`src/spfs_pkg.sv`:
```
// Constants, field layout and carrier types of the serial port block
// ****************************************************************
// ****************************************************************
package spfs_pkg;

	// Register offsets (byte addresses)
	localparam logic [7:0] SPFS_OFF_CTRL  = 8'h00;
	localparam logic [7:0] SPFS_OFF_DATA  = 8'h08;
	localparam logic [7:0] SPFS_OFF_FLAGS = 8'h0C;
	localparam logic [7:0] SPFS_OFF_PRESC = 8'h10;
	localparam logic [7:0] SPFS_OFF_MASK  = 8'h14;
	localparam logic [7:0] SPFS_OFF_RAW   = 8'h18;
	localparam logic [7:0] SPFS_OFF_MIS   = 8'h1C;
	localparam logic [7:0] SPFS_OFF_CLR   = 8'h20;

	// Control word zero fields
	localparam int SPFS_CTL_SIZE_LSB  = 0;
	localparam int SPFS_CTL_SLAVE_BIT = 5;
	localparam int SPFS_CTL_SCR_LSB   = 8;
	localparam int SPFS_CTL_RXSEL_LSB = 16;
	localparam int SPFS_CTL_TXSEL_LSB = 19;
	localparam logic [31:0] SPFS_CTRL_RST  = 32'h0000_0007;
	localparam logic [31:0] SPFS_CTRL_WMSK = 32'h003F_FF3F;

	// Event bit positions in raw, mask and masked registers
	localparam int SPFS_EV_OVR = 0;
	localparam int SPFS_EV_TMO = 1;
	localparam int SPFS_EV_RXL = 2;
	localparam int SPFS_EV_TXL = 3;
	localparam int SPFS_EV_UND = 4;
	localparam int SPFS_EV_TXE = 5;
	localparam int SPFS_NUM_EV = 6;

	// Status flag positions
	localparam int SPFS_FL_TXE  = 0;
	localparam int SPFS_FL_TXR  = 1;
	localparam int SPFS_FL_RXD  = 2;
	localparam int SPFS_FL_RXF  = 3;
	localparam int SPFS_FL_BUSY = 4;

	localparam logic [7:0] SPFS_PRESC_RST = 8'h00;
	localparam logic [5:0] SPFS_MASK_RST  = 6'h00;

	// Level select codes
	localparam logic [2:0] SPFS_LVL_1 = 3'h0;
	localparam logic [2:0] SPFS_LVL_4 = 3'h1;
	localparam logic [2:0] SPFS_LVL_8 = 3'h2;

	// Receive timeout in bit periods
	localparam logic [5:0] SPFS_TMO_BITS = 6'h20;

	// FIFO depth as address width
	localparam int SPFS_FIFO_AW = 3;

	typedef enum logic [1:0] {
		SPFS_IDLE  = 2'b00,
		SPFS_LOAD  = 2'b01,
		SPFS_SHIFT = 2'b11,
		SPFS_DONE  = 2'b10
	} spfs_state_t;

	typedef struct packed {
		logic sclk;
		logic mosi;
		logic miso;
		logic cs_n;
	} spfs_line_in_t;

	typedef struct packed {
		logic sclk;
		logic sclk_oe;
		logic mosi;
		logic mosi_oe;
		logic miso;
		logic miso_oe;
		logic cs_n;
		logic cs_n_oe;
	} spfs_line_out_t;

endpackage : spfs_pkg

```
`src/spfs_mem.sv`:
```
// Small word memory with registered read data for the FIFOs
`timescale 1ns/1ps
module spfs_mem #(
	parameter int DW = 32,
	parameter int AW = 3
) (
	// Clock
	input  wire logic          mclk,
	// Write port
	input  wire logic          wr_en,
	input  wire logic [AW-1:0] wr_addr,
	input  wire logic [DW-1:0] wr_data,
	// Read port
	input  wire logic          rd_en,
	input  wire logic [AW-1:0] rd_addr,
	output logic      [DW-1:0] rd_data
);
	logic [DW-1:0] mem_q [0:(1<<AW)-1];

	always_ff @(posedge mclk) begin
		if (wr_en) begin
			mem_q[wr_addr] <= wr_data;
		end
	end

	always_ff @(posedge mclk) begin
		if (rd_en) begin
			rd_data <= mem_q[rd_addr];
		end
	end
endmodule : spfs_mem

```
`src/spfs_top.sv`:
```
// Serial port register side, FIFOs, shifter, prescaler and events
//
// Register access over Wishbone was left to the implementer.
`timescale 1ns/1ps
module spfs_top #(
	parameter int AW = spfs_pkg::SPFS_FIFO_AW
) (
	// Clock and reset
	input  wire logic                   mclk,
	input  wire logic                   sys_rst,
	// Wishbone slave
	input  wire logic                   wb_cyc_i,
	input  wire logic                   wb_stb_i,
	input  wire logic                   wb_we_i,
	input  wire logic [7:0]             wb_adr_i,
	input  wire logic [3:0]             wb_sel_i,
	input  wire logic [31:0]            wb_dat_i,
	output logic      [31:0]            wb_dat_o,
	output logic                        wb_ack_o,
	// Serial line
	input  wire spfs_pkg::spfs_line_in_t  line_i,
	output spfs_pkg::spfs_line_out_t      line_o,
	// Interrupt
	output logic                        irq_o
);
	import spfs_pkg::*;

	localparam logic [AW:0] DEPTH = (AW+1)'(1 << AW);

	// ****************************************************************
	// Helpers
	// ****************************************************************
	function automatic logic [31:0] byte_merge(input logic [31:0] old_v,
			input logic [31:0] new_v, input logic [3:0] sel);
		logic [31:0] r;
		r = old_v;
		for (int i = 0; i < 4; i++) begin
			if (sel[i]) begin
				r[i*8 +: 8] = new_v[i*8 +: 8];
			end
		end
		return r;
	endfunction : byte_merge

	// Reserved select codes never trigger
	function automatic logic [AW:0] level_thr(input logic [2:0] sel);
		logic [AW:0] t;
		if (sel == SPFS_LVL_1) begin
			t = (AW+1)'(1);
		end else if (sel == SPFS_LVL_4) begin
			t = (AW+1)'(4);
		end else if (sel == SPFS_LVL_8) begin
			t = (AW+1)'(8);
		end else begin
			t = '1;
		end
		return t;
	endfunction : level_thr

	// ****************************************************************
	// Registers
	// ****************************************************************
	logic [31:0] ctrl_q;
	logic [7:0]  presc_q;
	logic [5:0]  mask_q;
	logic        ovr_q, tmo_q, und_q;
	logic        stg_q, stg_rd_q, pop_bus_q;
	logic [7:0]  adr_q;
	logic [31:0] wdat_q;
	logic [3:0]  sel_q;

	logic [4:0] size_m1;
	logic       slave_mode;
	logic [7:0] serial_clock_rate;
	logic [31:0] frame_mask;

	assign size_m1    = ctrl_q[SPFS_CTL_SIZE_LSB +: 5];
	assign slave_mode = ctrl_q[SPFS_CTL_SLAVE_BIT];
	assign serial_clock_rate        = ctrl_q[SPFS_CTL_SCR_LSB +: 8];
	assign frame_mask = 32'hFFFF_FFFF >> (5'd31 - size_m1);

	// FIFO state
	logic [AW-1:0] tx_wp_q, tx_rp_q, rx_wp_q, rx_rp_q;
	logic [AW:0]   tx_cnt_q, rx_cnt_q;
	logic          tx_push, tx_pop, rx_push, rx_pop;
	logic [31:0]   tx_rdata, rx_rdata, rx_wdata;
	logic          tx_empty, tx_full, rx_empty, rx_full;

	assign tx_empty = (tx_cnt_q == '0);
	assign tx_full  = (tx_cnt_q == DEPTH);
	assign rx_empty = (rx_cnt_q == '0);
	assign rx_full  = (rx_cnt_q == DEPTH);

	spfs_state_t st_q;
	logic [31:0] raw_ev, mis_ev;

	// ****************************************************************
	// Wishbone slave: request latched, answered one cycle later
	// ****************************************************************
	logic req;
	assign req = wb_cyc_i & wb_stb_i & ~stg_q & ~wb_ack_o;

	always_ff @(posedge mclk or posedge sys_rst) begin
		if (sys_rst) begin
			stg_q     <= 1'b0;
			stg_rd_q  <= 1'b0;
			pop_bus_q <= 1'b0;
			adr_q     <= 8'h00;
			wdat_q    <= 32'h0000_0000;
			sel_q     <= 4'h0;
		end else begin
			stg_q     <= req;
			stg_rd_q  <= req & ~wb_we_i;
			pop_bus_q <= rx_pop;
			if (req) begin
				adr_q  <= wb_adr_i;
				wdat_q <= wb_dat_i;
				sel_q  <= wb_sel_i;
			end
		end
	end

	assign rx_pop = req & ~wb_we_i & (wb_adr_i == SPFS_OFF_DATA) & ~rx_empty;
	// write pushes transmit FIFO; dropped when full
	assign tx_push = stg_q & ~stg_rd_q & (adr_q == SPFS_OFF_DATA)
		& (|sel_q) & ~tx_full;

	always_ff @(posedge mclk or posedge sys_rst) begin
		if (sys_rst) begin
			wb_ack_o <= 1'b0;
			wb_dat_o <= 32'h0000_0000;
		end else begin
			wb_ack_o <= stg_q;
			wb_dat_o <= 32'h0000_0000;
			if (stg_rd_q) begin
				if (adr_q == SPFS_OFF_CTRL) begin
					wb_dat_o <= ctrl_q;
				end else if (adr_q == SPFS_OFF_DATA) begin
					wb_dat_o <= pop_bus_q ? rx_rdata : 32'h0000_0000;
				end else if (adr_q == SPFS_OFF_FLAGS) begin
					wb_dat_o[SPFS_FL_TXE]  <= tx_empty;
					wb_dat_o[SPFS_FL_TXR]  <= ~tx_full;
					wb_dat_o[SPFS_FL_RXD]  <= ~rx_empty;
					wb_dat_o[SPFS_FL_RXF]  <= rx_full;
					wb_dat_o[SPFS_FL_BUSY] <= (st_q != SPFS_IDLE) | ~tx_empty;
				end else if (adr_q == SPFS_OFF_PRESC) begin
					wb_dat_o[7:0] <= presc_q;
				end else if (adr_q == SPFS_OFF_MASK) begin
					wb_dat_o[5:0] <= mask_q;
				end else if (adr_q == SPFS_OFF_RAW) begin
					wb_dat_o <= raw_ev;
				end else if (adr_q == SPFS_OFF_MIS) begin
					wb_dat_o <= mis_ev;
				end
			end
		end
	end

	// Plain configuration registers
	always_ff @(posedge mclk or posedge sys_rst) begin
		if (sys_rst) begin
			ctrl_q  <= SPFS_CTRL_RST;
			presc_q <= SPFS_PRESC_RST;
			mask_q  <= SPFS_MASK_RST;
		end else if (stg_q & ~stg_rd_q) begin
			if (adr_q == SPFS_OFF_CTRL) begin
				ctrl_q <= byte_merge(ctrl_q, wdat_q, sel_q) & SPFS_CTRL_WMSK;
			end else if (adr_q == SPFS_OFF_PRESC) begin
				presc_q <= sel_q[0] ? wdat_q[7:0] : presc_q;
			end else if (adr_q == SPFS_OFF_MASK) begin
				mask_q <= sel_q[0] ? wdat_q[5:0] : mask_q;
			end
		end
	end

	// ****************************************************************
	// FIFOs
	// ****************************************************************
	always_ff @(posedge mclk or posedge sys_rst) begin
		if (sys_rst) begin
			tx_wp_q  <= '0;
			tx_rp_q  <= '0;
			tx_cnt_q <= '0;
		end else begin
			tx_wp_q  <= tx_wp_q + AW'(tx_push);
			tx_rp_q  <= tx_rp_q + AW'(tx_pop);
			tx_cnt_q <= tx_cnt_q + (AW+1)'(tx_push) - (AW+1)'(tx_pop);
		end
	end

	always_ff @(posedge mclk or posedge sys_rst) begin
		if (sys_rst) begin
			rx_wp_q  <= '0;
			rx_rp_q  <= '0;
			rx_cnt_q <= '0;
		end else begin
			rx_wp_q  <= rx_wp_q + AW'(rx_push);
			rx_rp_q  <= rx_rp_q + AW'(rx_pop);
			rx_cnt_q <= rx_cnt_q + (AW+1)'(rx_push) - (AW+1)'(rx_pop);
		end
	end

	spfs_mem #(.DW(32), .AW(AW)) u_tx_mem (
		.mclk    (mclk),
		.wr_en   (tx_push),
		.wr_addr (tx_wp_q),
		.wr_data (wdat_q),
		.rd_en   (tx_pop),
		.rd_addr (tx_rp_q),
		.rd_data (tx_rdata)
	);

	spfs_mem #(.DW(32), .AW(AW)) u_rx_mem (
		.mclk    (mclk),
		.wr_en   (rx_push),
		.wr_addr (rx_wp_q),
		.wr_data (rx_wdata),
		.rd_en   (rx_pop),
		.rd_addr (rx_rp_q),
		.rd_data (rx_rdata)
	);

	// ****************************************************************
	// Bit rate prescaler
	// ****************************************************************
	logic [6:0] pre_cnt_q, pre_lim;
	logic [7:0] scr_cnt_q;
	logic       half_tick_q, half_ph_q, bit_tick;

	// Odd or zero divisors are not legal; odd ones above 1 round to the even below, 0 and 1 act as 2
	assign pre_lim  = (presc_q[7:1] == 7'h00) ? 7'h00 : presc_q[7:1] - 7'h01;
	assign bit_tick = half_tick_q & half_ph_q;

	// half bit = divisor/2 times (rate+1) cycles
	always_ff @(posedge mclk or posedge sys_rst) begin
		if (sys_rst) begin
			pre_cnt_q   <= 7'h00;
			scr_cnt_q   <= 8'h00;
			half_tick_q <= 1'b0;
			half_ph_q   <= 1'b0;
		end else if (st_q == SPFS_LOAD) begin
			// Restart so the first edge trails select by a full half bit
			pre_cnt_q   <= 7'h00;
			scr_cnt_q   <= 8'h00;
			half_tick_q <= 1'b0;
			half_ph_q   <= 1'b0;
		end else begin
			half_tick_q <= 1'b0;
			if (half_tick_q) begin
				half_ph_q <= ~half_ph_q;
			end
			if (pre_cnt_q >= pre_lim) begin
				pre_cnt_q <= 7'h00;
				if (scr_cnt_q >= serial_clock_rate) begin
					scr_cnt_q   <= 8'h00;
					half_tick_q <= 1'b1;
				end else begin
					scr_cnt_q <= scr_cnt_q + 8'h01;
				end
			end else begin
				pre_cnt_q <= pre_cnt_q + 7'h01;
			end
		end
	end

	// ****************************************************************
	// Line input synchronisers
	// ****************************************************************
	logic [3:0] s1_q, s2_q, s3_q, lv_q, lv_prev_q;
	logic       sck_rise, sck_fall, cs_low;

	always_ff @(posedge mclk or posedge sys_rst) begin
		if (sys_rst) begin
			// Idle pin levels, so no false clock edge follows reset
			s1_q      <= 4'h1;
			s2_q      <= 4'h1;
			s3_q      <= 4'h1;
			lv_q      <= 4'h1;
			lv_prev_q <= 4'h1;
		end else begin
			s1_q      <= line_i;
			s2_q      <= s1_q;
			s3_q      <= s2_q;
			lv_prev_q <= lv_q;
			for (int i = 0; i < 4; i++) begin
				if (s2_q[i] == s3_q[i]) begin
					lv_q[i] <= s3_q[i];
				end
			end
		end
	end

	// Bit order in vectors: 3 sclk, 2 mosi, 1 miso, 0 cs_n
	assign cs_low   = ~lv_q[0];

	// Agreed miso a cycle ahead of lv_q; a four-cycle half bit still
	// catches the answer to the previous falling edge
	logic miso_agree;
	assign miso_agree = (s2_q[1] == s3_q[1]) ? s3_q[1] : lv_q[1];
	assign sck_rise = lv_q[3] & ~lv_prev_q[3];
	assign sck_fall = ~lv_q[3] & lv_prev_q[3];

	// ****************************************************************
	// Shifter
	// ****************************************************************
	logic [31:0] txsh_q, rxsh_q, tx_next;
	logic [4:0]  bit_cnt_q;
	logic        rise_ev, fall_ev, din, frame_go, abort;
	logic        ovr_ev, und_ev, frame_end, done_q;

	// Slave lingers in DONE until select rises; store the frame only once
	always_ff @(posedge mclk or posedge sys_rst) begin
		if (sys_rst) begin
			done_q <= 1'b0;
		end else begin
			done_q <= (st_q == SPFS_DONE);
		end
	end
	assign frame_end = (st_q == SPFS_DONE) & ~done_q;

	// Master runs on prescaler ticks, slave on synchronised edges
	assign rise_ev  = slave_mode ? sck_rise : (half_tick_q & ~line_o.sclk);
	assign fall_ev  = slave_mode ? sck_fall : (half_tick_q & line_o.sclk);
	assign din      = slave_mode ? lv_q[2] : miso_agree;
	assign frame_go = slave_mode ? cs_low : ~tx_empty;
	assign abort    = slave_mode & ~cs_low;
	assign tx_next  = txsh_q << 1;
	assign tx_pop   = (st_q == SPFS_IDLE) & frame_go & ~tx_empty;
	assign und_ev   = (st_q == SPFS_IDLE) & slave_mode & cs_low & tx_empty;
	assign rx_push  = frame_end & ~rx_full;
	assign ovr_ev   = frame_end & rx_full;
	assign rx_wdata = rxsh_q & frame_mask;

	always_ff @(posedge mclk or posedge sys_rst) begin
		if (sys_rst) begin
			st_q      <= SPFS_IDLE;
			txsh_q    <= 32'h0000_0000;
			rxsh_q    <= 32'h0000_0000;
			bit_cnt_q <= 5'h00;
		end else begin
			case (st_q)
				SPFS_IDLE: begin
					bit_cnt_q <= 5'h00;
					if (tx_pop) begin
						st_q <= SPFS_LOAD;
					end else if (und_ev) begin
						// Slave with nothing queued sends zeros
						txsh_q <= 32'h0000_0000;
						st_q   <= SPFS_SHIFT;
					end
				end
				SPFS_LOAD: begin
					txsh_q <= tx_rdata & frame_mask;
					st_q   <= SPFS_SHIFT;
				end
				SPFS_SHIFT: begin
					if (abort) begin
						st_q <= SPFS_IDLE;
					end else if (rise_ev) begin
						rxsh_q <= {rxsh_q[30:0], din};
					end else if (fall_ev) begin
						txsh_q    <= tx_next;
						bit_cnt_q <= bit_cnt_q + 5'h01;
						if (bit_cnt_q == size_m1) begin
							st_q <= SPFS_DONE;
						end
					end
				end
				SPFS_DONE: begin
					// Slave waits for select release before next frame
					if (~abort | ~slave_mode) begin
						st_q <= slave_mode ? SPFS_DONE : SPFS_IDLE;
					end
					if (abort) begin
						st_q <= SPFS_IDLE;
					end
				end
				default: begin
					st_q <= SPFS_IDLE;
				end
			endcase
		end
	end

	// Line outputs, all from flops
	always_ff @(posedge mclk or posedge sys_rst) begin
		if (sys_rst) begin
			line_o <= '{sclk: 1'b0, sclk_oe: 1'b0, mosi: 1'b0, mosi_oe: 1'b0,
				miso: 1'b0, miso_oe: 1'b0, cs_n: 1'b1, cs_n_oe: 1'b0};
		end else begin
			line_o.sclk_oe <= ~slave_mode;
			line_o.mosi_oe <= ~slave_mode;
			line_o.cs_n_oe <= ~slave_mode;
			line_o.miso_oe <= slave_mode & cs_low;
			line_o.cs_n    <= slave_mode | (st_q == SPFS_IDLE)
				| (st_q == SPFS_DONE);
			if (st_q != SPFS_SHIFT) begin
				line_o.sclk <= 1'b0;
			end else if (~slave_mode & half_tick_q) begin
				line_o.sclk <= ~line_o.sclk;
			end
			if (st_q == SPFS_LOAD) begin
				line_o.mosi <= tx_rdata[size_m1];
				line_o.miso <= tx_rdata[size_m1];
			end else if (st_q == SPFS_IDLE) begin
				line_o.mosi <= 1'b0;
				line_o.miso <= 1'b0;
			end else if (st_q == SPFS_SHIFT & fall_ev) begin
				line_o.mosi <= tx_next[size_m1];
				line_o.miso <= tx_next[size_m1];
			end
		end
	end

	// ****************************************************************
	// Events and interrupt
	// ****************************************************************
	logic [5:0] tmo_cnt_q;
	logic [AW:0] rx_thr, tx_thr;

	assign rx_thr = level_thr(ctrl_q[SPFS_CTL_RXSEL_LSB +: 3]);
	assign tx_thr = level_thr(ctrl_q[SPFS_CTL_TXSEL_LSB +: 3]);

	// count bit periods, restart on any receive FIFO access and while it is empty
	always_ff @(posedge mclk or posedge sys_rst) begin
		if (sys_rst) begin
			tmo_cnt_q <= 6'h00;
		end else if (rx_empty | rx_push | rx_pop) begin
			tmo_cnt_q <= 6'h00;
		end else if (bit_tick & (tmo_cnt_q < SPFS_TMO_BITS)) begin
			tmo_cnt_q <= tmo_cnt_q + 6'h01;
		end
	end

	// Sticky events; a new event wins over a clear in the same cycle
	logic clr_wr;
	assign clr_wr = stg_q & ~stg_rd_q & (adr_q == SPFS_OFF_CLR) & sel_q[0];

	always_ff @(posedge mclk or posedge sys_rst) begin
		if (sys_rst) begin
			ovr_q <= 1'b0;
			tmo_q <= 1'b0;
			und_q <= 1'b0;
		end else begin
			if (clr_wr & wdat_q[0]) begin
				ovr_q <= 1'b0;
			end
			if (clr_wr & wdat_q[1]) begin
				tmo_q <= 1'b0;
			end
			if (clr_wr & wdat_q[2]) begin
				und_q <= 1'b0;
			end
			if (ovr_ev) begin
				ovr_q <= 1'b1;
			end
			if (bit_tick & (tmo_cnt_q == SPFS_TMO_BITS - 6'h01)
					& ~rx_empty & ~rx_push & ~rx_pop) begin
				tmo_q <= 1'b1;
			end
			if (und_ev) begin
				und_q <= 1'b1;
			end
		end
	end

	always_comb begin
		raw_ev = 32'h0000_0000;
		raw_ev[SPFS_EV_OVR] = ovr_q;
		raw_ev[SPFS_EV_TMO] = tmo_q;
		raw_ev[SPFS_EV_RXL] = (rx_cnt_q >= rx_thr);
		raw_ev[SPFS_EV_TXL] = (tx_cnt_q >= tx_thr);
		raw_ev[SPFS_EV_UND] = und_q;
		raw_ev[SPFS_EV_TXE] = tx_empty;
		mis_ev = raw_ev & {26'h0, mask_q};
	end

	always_ff @(posedge mclk or posedge sys_rst) begin
		if (sys_rst) begin
			irq_o <= 1'b0;
		end else begin
			irq_o <= |mis_ev;
		end
	end
endmodule : spfs_top

```
`config.mk`:
```
export PLATFORM = sky130hd
export DESIGN_NAME = spfs_top
export DESIGN_NICKNAME = d
export VERILOG_FILES = /design/src/spfs_pkg.sv /design/src/spfs_mem.sv /design/src/spfs_top.sv
export SDC_FILE = /design/constraint.sdc
export NUM_CORES = 1
export LEC_CHECK = 0
export CORE_ASPECT_RATIO = 2
export CORE_UTILIZATION = 35
export CTS_CLUSTER_SIZE = 20
export DETAILED_ROUTE_END_ITERATION = 12
export DONT_BUFFER_PORTS = 1
export GPL_ROUTABILITY_DRIVEN = 0
export PLACE_DENSITY_LB_ADDON = 0.3
export SYNTH_ARGS = -nofsm -noshare
export SYNTH_HDL_FRONTEND = slang
export SYNTH_SLANG_ARGS = --single-unit
```
`constraint.sdc`:
```
create_clock -name mclk -period 13.6 [get_ports mclk]
set_input_delay 0.68 -clock mclk [delete_from_list [all_inputs] [get_ports mclk]]
set_output_delay 0.68 -clock mclk [all_outputs]
set_load 0.01 [all_outputs]
```
# Yosys cells after proc, flatten, opt, wreduce, memory -nomap -nowiden
# Memories as Yosys holds them, arrays and structs flattened. A register that Yosys moved wholly into a read port is not among the register bits.
# Cells that the tools add are included.
dict set report totals {
  word_cells 273
  ff_bits 257
  ram_bits 512
  out_inout_bits 42
  input_bits 53
  n_memories 2
}
dict set report classes {
  shifts 1
  magnitude_cmp 6
  mux 75
  n_reduce_logical 29
  add_sub_neg 14
  bitwise_logic 66
  eq_ne 34
}
# name depth width read_ports rd_clocked_by_memory_dff wr line_no
set memory_table {}
lappend memory_table {u_rx_mem.mem_q 8 32 1 1 1 spfs_mem.sv:18} ;# logic [DW-1:0] mem_q [0:(1<<AW)-1];
lappend memory_table {u_tx_mem.mem_q 8 32 1 1 1 spfs_mem.sv:18}
# operator n
set op_table {}
lappend op_table {{32-bit two-way mux} 5}
lappend op_table {{31-bit two-way mux} 5}
lappend op_table {{31-bit one-hot mux with 3 select lines} 1}
lappend op_table {{1-bit AND} 37}
lappend op_table {{32-bit AND} 1}
lappend op_table {{8-bit by 5-bit equality test with 1-bit output (second input constant)} 4}
lappend op_table {{8-bit two-way mux} 4}
lappend op_table {{32-bit OR reduction} 1}
lappend op_table {{32-bit by 5-bit >> shifter with 32-bit output (first input constant)} 1}
lappend op_table {{31-bit AND} 1}
lappend op_table {{1-bit two-way mux} 27}
lappend op_table {{27-bit two-way mux} 1}
lappend op_table {{26-bit two-way mux} 1}
lappend op_table {{8-bit by 4-bit equality test with 1-bit output (second input constant)} 3}
lappend op_table {{24-bit two-way mux} 1}
lappend op_table {{6-bit two-way mux} 4}
lappend op_table {{7-bit two-way mux} 3}
lappend op_table {{5-bit two-way mux} 4}
lappend op_table {{1-bit inverter} 20}
lappend op_table {{2-bit two-way mux} 9}
lappend op_table {{2-bit nonzero test} 9}
lappend op_table {{4-bit two-way mux} 4}
lappend op_table {{3-bit by 1-bit adder with 3-bit output} 4}
lappend op_table {{2-bit inequality test (second input constant)} 6}
lappend op_table {{other kinds (41)} 69}

# Depth between registers and ports, before layout
# Gate-level depths: netlist of the first run.
dict set report depth {
  word_depth 14
  depth_mapped 13
}

# Hierarchy
# A second synthesis of the first run with hierarchy kept.
dict set report hier_totals {
  cells_unflattened 1908
  area_unflattened_um2 33838.7
}
# mod cells_each instances seq_area_each_um2 area_each_um2
set by_module_without_submodules {}
lappend by_module_without_submodules {spfs_mem 415 2 8648.3 10786.6}
lappend by_module_without_submodules {spfs_top 1078 1 6366.1 12265.5}

# Worst setup path after synthesis of the first run
# No wires, ideal clock.
dict set report synth_timing {
  kind {flip-flop to flip-flop}
  startpoint {reg st_q[1]}
  endpoint {reg tx_cnt_q[2]}
  slack_ps 7855
  stages_incl_launch_ff 11
  setup_ps 123
  t_required_ps 13477
  synth_period_minus_slack_ps 5745
  t_arrival_ps 5622
  path_cell_list {dfrtp_1 > clkbuf_1 > clkbuf_1 > clkbuf_1 > nor4_1 > ha_1 > inv_1 > ha_1 > inv_1 > fa_1 > xnor2_1}
}
dict set report synth_between {
  elab_chain_cells 4
}
# element line_no
set synth_lines {}
lappend synth_lines {{start: declaration} spfs_top.sv:94} ;# spfs_state_t st_q;
lappend synth_lines {{start signal: assignment} spfs_top.sv:372} ;# st_q <= slave_mode ? SPFS_DONE : SPFS_IDLE;
lappend synth_lines {{2-bit logical NOT} spfs_top.sv:328} ;# assign tx_pop = (st_q == SPFS_IDLE) & frame_go & ~tx_empty;
lappend synth_lines {{1-bit AND (2 in a row)} spfs_top.sv:328}
lappend synth_lines {{via tx_pop} spfs_top.sv:85} ;# logic tx_push, tx_pop, rx_push, rx_pop;
lappend synth_lines {{4-bit by 1-bit subtractor with 4-bit output} spfs_top.sv:187} ;# tx_cnt_q <= tx_cnt_q + (AW+1)'(tx_push) - (AW+1)'(tx_pop);
lappend synth_lines {{end signal: assignment} spfs_top.sv:187}
lappend synth_lines {{end: declaration} spfs_top.sv:84} ;# logic [AW:0] tx_cnt_q, rx_cnt_q;
# The timed path passes the listed nets, and every way through them passes these cells.
# A chain may end at the register's enable or synchronous reset.

# Worst setup path in the final report of the first run
dict set report layout_timing {
  startpoint {reg presc_q[1]}
  endpoint {reg scr_cnt_q[0]}
}
dict set report layout_between {
  elab_chain_cells 4
  elab_cells_between_ends 5
}
# element line_no
set layout_lines {}
lappend layout_lines {{start: declaration} spfs_top.sv:64} ;# logic [7:0] presc_q;
lappend layout_lines {{start signal: assignment} spfs_top.sv:169} ;# presc_q <= sel_q[0] ? wdat_q[7:0] : presc_q;
lappend layout_lines {{7-bit by 1-bit subtractor with 7-bit output / 7-bit logical NOT (equally long branches)} spfs_top.sv:231} ;# assign pre_lim = (presc_q[7:1] == 7'h00) ? 7'h00 : presc_q[7:1] - 7'h01;
lappend layout_lines {{7-bit two-way mux *} spfs_top.sv:231}
lappend layout_lines {{7-bit >= comparator *} spfs_top.sv:252} ;# if (pre_cnt_q >= pre_lim) begin
lappend layout_lines {{2-bit nonzero test (no line) *} n/a}
lappend layout_lines {{end signal: assignment} spfs_top.sv:258} ;# scr_cnt_q <= scr_cnt_q + 8'h01;
lappend layout_lines {{end: declaration} spfs_top.sv:227} ;# logic [7:0] scr_cnt_q;
# Every way passes the cells marked *; elsewhere a longest branch is shown, timed or not.

==> impl_metrics.ini, run 1 <==
[clocking]
post-cts-setup-buffers = 0
cts-root-buf = clkbuf_16
cts_tree = done
clockBufferDepth = 3
htree_num_levels = 3
clkLatencyLatePin_ns = 0.65
cts_sinks = 830
clk_pin_slew_worst_paths_ns = 0.07
cts_buffers = 74

[synth]
synth_edf_count = 576
synth_top_family_by_area = multiplexers
yosysSeqAreaShare_pct = 70.7
synth_seq_cells = 830
synthMuxAreaShare_pct = 15.3
synth_area_sq_um = 33400
synth_compound_area_share_pct = 3.86
synth_cells = 1941
synth_fa_ha_area_share_pct = 2.03
syn_nets = 2044
yosysWarningCount = 0
synth-simple-area-share_pct = 5.27
ys.flop_type = edfxtp_1
async_reset_ff_share_pct = 30.6
syn_area_per_cell_sq_um = 17.2
synth-xor-area-share_pct = 1.02
ys_types = 75

[worst_setup_path]
slowest_stage = a221oi_1
timing.reg2reg.worst_path_depth = 13
crit_chain = inv_1, ha_1, nand2_1, or3_1, or2_0, and2_1, ha_1, nor2b_1, o21ai_0, a221oi_1, and2_1, nand2_1, mux2i_1
critPathMaxStageDelay_ns = 0.80
r2r_end = scr_cnt_q[0]
critPathArrivalTime_ns = 4.24
crit-reg2reg-launch = presc_q[1]
cp_max_fo = 8
critPathCaptureType = flop
r2r_slack_ns = 9.92
crit_type = reg2reg
critical_path_required_ns = 14.16
startpoint_type = flop

[sta]
slew_viol_final = 0
finalCriticalPeriod_ns = 3.68
clock.fmax_mhz = 272
skew_ns = 0.0321
tightest_slew_ns = 1.05
slew_headroom_pct = 30.1
hold_viol_final = 0
rsz0062_at_grt = false
setup_violations = 0
post-route-period-util_pct = 27.1
setup_tns_ns = 0

[grt]
met2_usage_pct = 32.3
grt_pass1_vias = 18800
grt.met3_usage_pct = 2.71
grt.met1_usage_pct = 18.6
overflow = 0
grt.total_usage_pct = 17.4
grt_busiest_layer = met2
antenna_found_initial = 2
grt_max_degree = 79
grt_pass1_wl_um = 122000

[pwr]
swShare_pct = 28.0
combPwrFrac_pct = 17.7
p_per_area_nw_per_um2 = 175
intPower_mw = 4.71
p_leak_nw = 13.0
p_clk_share_pct = 32.3
seqPwrFrac_pct = 50.0
p_switching_mw = 1.83
ir_worst_vdd_v = 0.0000988
power.total_mw = 6.54

[layout]
fillers = 8640
fin_nets = 2074
layout_common_cells = edfxtp_1, dfrtp_1, mux2_2
final_util_pct = 39.5
multiInputGateArea_sq_um = 9320
mostFrequentLayoutCell = edfxtp_1
drive_gt1_share_pct = 25.1
syn_to_final_growth_pct = 12.0
stdcell_area_sq_um = 37500
seq_area_sq_um = 23700

[hold_path]
hp-start = line_i[1]
hp-class = in2reg
hold_end = s1_q[1]
hold_depth = 0

[floorplanning]
io_pins = 95
dieArea_sq_um = 96900
initial_core_util_pct = 35.2
die_width_um = 221
core_sq_um = 94900
die_h_um = 439
fp-row-count = 160

[route]
drt-wirelength-per-cell_um = 25.1
drt_iter0_markers = 1125
vias = 17200
dr.pass1.iters = 9
route.detailed.drc = 11
via_per_inst = 5.30
totalWireLength_um = 81400
ant_nets = 0

[place]
dpl_cell_area_sq_um = 35000
hpwlAfterDp_um = 53600
io_buffers = 0

[run_status]
status = finished with violations
violations = design-rule violations

[flow_run]
maxCapViolations = 0
-- cells in the mapped netlist, drive strengths merged, types with 5 or more instances --
cell    instances  area [sq um]
edfxtp        576         17300
dfrtp         246          6160
mux2          165          1860
mux4          140          3150
nand2          96           365
nor2           88           338
clkbuf         59           221
o21ai          59           295
inv            56           210
ha             48           601
a21oi          46           230
and2           31           194
buf            29           156
nor3           28           166
nand3          26           130
nor2b          25           156
xnor2          22           193
a22oi          18           135
xor2           17           149
nand2b         16           103
and3           14          87.6
a32oi          13           114
mux2i          10           100
a21o            9          67.6
nand4           9          56.3
dfstp           8           210
or2             8          50.1
a31oi           7          43.8
o22ai           7          50.1
o21a            6          45.0
nor4            5          37.5
-- how the worst max path moves through the flow --
stage | from | to | slack (ns) | depth (start not counted)
2_1_floorplan | sys_rst | adr_q[0] | 5.95 | 1
3_3_place_gp | presc_q[1] | scr_cnt_q[0] | 9.99 | 13
3_5_place_dp | presc_q[1] | scr_cnt_q[0] | 9.92 | 13
4_1_cts | presc_q[1] | scr_cnt_q[0] | 9.88 | 13
5_1_grt | presc_q[1] | scr_cnt_q[0] | 9.61 | 13
6_report | presc_q[1] | scr_cnt_q[0] | 9.92 | 13
-- metrics by stage --
step / hold slack, ns / cells / worst slack [ns]
after floorplan: 0.331 / 1941 / 5.95
after detailed placement: 0.351 / 3108 / 9.92
after CTS: 0.0167 / 3245 / 9.88
final: 0.0739 / 3246 / 9.92
after global routing: 0.0357 / 3246 / 9.61
after global placement: 0.338 / 3108 / 9.99
-- layer usage --
| metal | share of wire (%) | wire (um) | vias to the layer above |
|---|---|---|---|
| li1 | - | - | 7499 |
| met1 | 36 | 28900 | 9118 |
| met3 | 3.9 | 3200 | 159 |
| met5 | 0 | 0 | - |
| met4 | 5.3 | 4340 | 0 |
| met2 | 55 | 44900 | 420 |
-- power by group through the flow --
stage / clock (mW) / combinational [mW] / sequential, mW
2_1_floorplan: 0 / 0.902 / 3.18
3_3_place_gp: 0 / 1.14 / 3.31
3_5_place_dp: 0 / 1.17 / 3.32
4_1_cts: 2.18 / 1.18 / 3.27
5_1_grt: 2.27 / 1.27 / 3.30
6_report: 2.11 / 1.16 / 3.27
-- kinds of logic after synthesis --
kind of cell	after synthesis
flip-flops	830
buffers and inverters	146
AND/OR/NAND/NOR	356
multiplexers	315
adder cells (fa/ha/maj)	54
XOR/XNOR	39
AO/OA/AOI/OAI	201
-- state kept, by name (all words and copies together), names as in the netlist, 5 cells and up --
signal,cells
mask_q,6
scr_cnt_q,8
bit_cnt_q,5
line_o,5
u_tx_mem.mem_q,256
txsh_q,31
u_tx_mem.rd_data,32
tmo_cnt_q,6
rxsh_q,32
presc_q,8
wdat_q,32
adr_q,8
pre_cnt_q,7
u_rx_mem.mem_q,256
wb_dat_o,32
ctrl_q,20
u_rx_mem.rd_data,32
-- worst max-delay path: cells and delay by family (launching register included) --
kind	cells	cell delay [ns]
simple gates	7	1.56
buf+inv	1	0.10
flops	1	0.40
fa+ha+maj	2	0.45
compound gates	2	0.90
mux	1	0.19
-- cell type report --
cell class	count	share of cell area, %
Inverter	58	0.604
Timing Repair Buffer	42	0.855
Multi-Input combinational cell	965	24.9
Tap cell	1215	4.06
Clock buffer	101	5.63
Sequential cell	830	63.2
Antenna cell	1	0.00668
Clock inverter	34	0.788
-- repair_timing --
| action | in CTS | in global routing |
|---|---|---|
| resized for setup | 0 | 0 |
| hold endpoints to repair | 63 | 0 |
| hold buffers | 2 | 0 |
Note: power is estimated with default switching activity, not from simulation.
==> run 2: changes to the inputs <==
ABC_AREA = 1   (was unset)
clock period = 3.6 ns   (was 13.6 ns; I/O delays follow)
==> impl_metrics.ini, run 2 <==
[grt]
overflow = 0
met2_usage_pct = 35.7
grt.total_usage_pct = 18.5
grt_max_degree = 130
grt.met3_usage_pct = 2.31
grt_busiest_layer = met2
grt.met1_usage_pct = 18.9
grt_pass1_vias = 22900
grt_pass1_wl_um = 137000
antenna_found_initial = 1

[synth]
synth-simple-area-share_pct = 13.2
synth_edf_count = 576
synth_area_sq_um = 34300
yosysTopAreaCell = edfxtp_1
synthMuxAreaShare_pct = 0
synth_seq_cells = 830
ys_types = 52
synth-xor-area-share_pct = 0.637
yosysWarningCount = 0
async_reset_ff_share_pct = 30.6
synth_commonest_cells = edfxtp_1, nor2_1, nand2_1
syn_nets = 3178
yosysSeqAreaShare_pct = 68.9
synth_cells = 3075
ys.flop_type = edfxtp_1
synth_compound_area_share_pct = 10.8
synth_top_area_share_pct = 50.4
synthTopCellsByArea = edfxtp_1, dfrtp_1, nor2_1
syn_area_per_cell_sq_um = 11.2
synth_most_common_cell = edfxtp_1
synth_top_family_by_area = simple AND/OR/NAND/NOR gates
synth_fa_ha_area_share_pct = 1.98

[route]
route.detailed.drc = 0
dr.pass1.iters = 5
totalWireLength_um = 91300
vias = 22400
drt_iter0_markers = 1553
ant_nets = 0
drt-wirelength-per-cell_um = 20.7
via_per_inst = 5.08

[sta]
hold_viol_final = 0
skew_ns = 0.0346
slew_headroom_pct = 33.4
clock.fmax_mhz = 360
tightest_slew_ns = 0.992
setup_violations = 0
slew_viol_final = 0
post-route-period-util_pct = 77.1
finalCriticalPeriod_ns = 2.77
rsz0062_at_grt = false
fin_ws_ns = 0.826

[clocking]
clk_pin_slew_worst_paths_ns = 0.07
post-cts-setup-buffers = 0
cts_buffers = 72
cts_resized = 0
cts_sinks = 830
clkLatencyLatePin_ns = 0.66
cts_tree = done
clockBufferDepth = 3
cts-root-buf = clkbuf_16
htree_num_levels = 3

[layout]
syn_to_final_growth_pct = 13.9
layout_common_cells = edfxtp_1, nor2_1, nand2_1
fin_nets = 3223
multiInputGateArea_sq_um = 9290
reg.largest.list = u_rx_mem.mem_q (256), u_tx_mem.mem_q (256)
fillers = 9232
drive_gt1_share_pct = 9.22
mostFrequentLayoutCell = edfxtp_1
seq_area_sq_um = 23700

[place]
hpwlAfterDp_um = 61700
dp_slack_ns = 0.817
io_buffers = 0

[run_status]
status = finished, final reports clean

[hold_path]
hold_end = tmo_cnt_q[4]
hp-start = wb_adr_i[2]
hp-class = in2reg
hold_depth = 4

[floorplanning]
fp-row-count = 162
die_width_um = 224
core_sq_um = 97300
die_h_um = 445
initial_core_util_pct = 35.3
io_pins = 95
dieArea_sq_um = 99500

[pwr]
p_per_area_nw_per_um2 = 666
p_leak_nw = 14.8
ir_worst_vdd_v = 0.000503
power.total_mw = 26.1

[worst_setup_path]
timing.reg2reg.worst_path_depth = 16
critPathArrivalTime_ns = 3.30
critPathCaptureType = flop
cp_max_fo = 9
critical_path_required_ns = 4.12
crit_type = reg2reg
startpoint_type = flop
r2r_slack_ns = 0.83
crit-reg2reg-launch = presc_q[1]
r2r_end = scr_cnt_q[6]

[flow_run]
maxCapViolations = 0
[run 2: how the worst max path moves through the flow]
stage                    start  slack [ns]                    to  depth (start not counted)
finish              presc_q[1]        0.83          scr_cnt_q[6]                         16
floorplan             adr_q[1]       -0.33  u_tx_mem.mem_q[2][0]                          7
CTS                 presc_q[1]        0.83          scr_cnt_q[6]                         16
global route        presc_q[1]        0.52          scr_cnt_q[0]                         16
global placement    presc_q[1]        0.88          scr_cnt_q[5]                         16
detailed placement  presc_q[1]        0.82          scr_cnt_q[6]                         16
[run 2: critical path, stage by stage (launching register included)]
cell and delay (ns):
dfrtp_1 0.39, inv_1 0.07, ha_1 0.22, nand2_1 0.07, inv_1 0.05, nand2_1 0.08, nor2_1 0.07, or2_2 0.28
ha_1 0.30, nand2_1 0.05, o21ai_0 0.21, nor3b_1 0.22, nor2_1 0.09, nand3_2 0.14, clkinv_1 0.25, nand2_1 0.11
o21ai_0 0.09
[run 2: cells by family (layout without fill, tap and decap cells)]
group / count (synthesis) / count (layout)
AND/OR/NAND/NOR: 1129 / 1129
flip-flops: 830 / 830
XOR/XNOR: 25 / 25
adder cells (fa/ha/maj): 54 / 54
other: 0 / 1
buffers and inverters: 380 / 483
AO/OA/AOI/OAI: 657 / 657
[run 2: layout make-up]
type / instances / area share [%]
Tap cell: 1230 / 3.93
Multi-Input combinational cell: 1865 / 23.7
Clock inverter: 42 / 1.59
Inverter: 226 / 2.18
Antenna cell: 1 / 0.00640
Timing Repair Buffer: 125 / 2.98
Clock buffer: 90 / 5.05
Sequential cell: 830 / 60.5
[run 2: per-layer routing]
layer / wire [um] / part of all wire, %
met4: 4880 / 5.3
met5: 0 / 0
met1: 32700 / 36
met3: 3520 / 3.9
met2: 50200 / 55
[run 2: metrics by stage]
stage          instances  area [sq um]  hold slack [ns]  TNS [ns]  util [%]
3_5_place_dp        4225         36000            0.182         0      37.0
4_1_cts             4408         39100          0.00326         0      40.2
2_1_floorplan       3075         34400            0.184    -84.07         -
6_report            4409         39100           0.0350         0      40.2
3_3_place_gp        4225         36000            0.185         0      37.0
5_1_grt             4409         39100           0.0490         0      40.2
[run 2: what timing repair did]
| action | in CTS | in global routing |
|---|---|---|
| setup endpoints to repair | 0 | 0 |
| endpoints found under the hold margin | 116 | 0 |
| hold buffers | 51 | 0 |
[run 2: where the power goes]
part	switching [mW]	internal, mW
Sequential	0.696	11.4
Combinational	3.75	1.62
Clock	3.63	4.96
Total	8.07	18.0
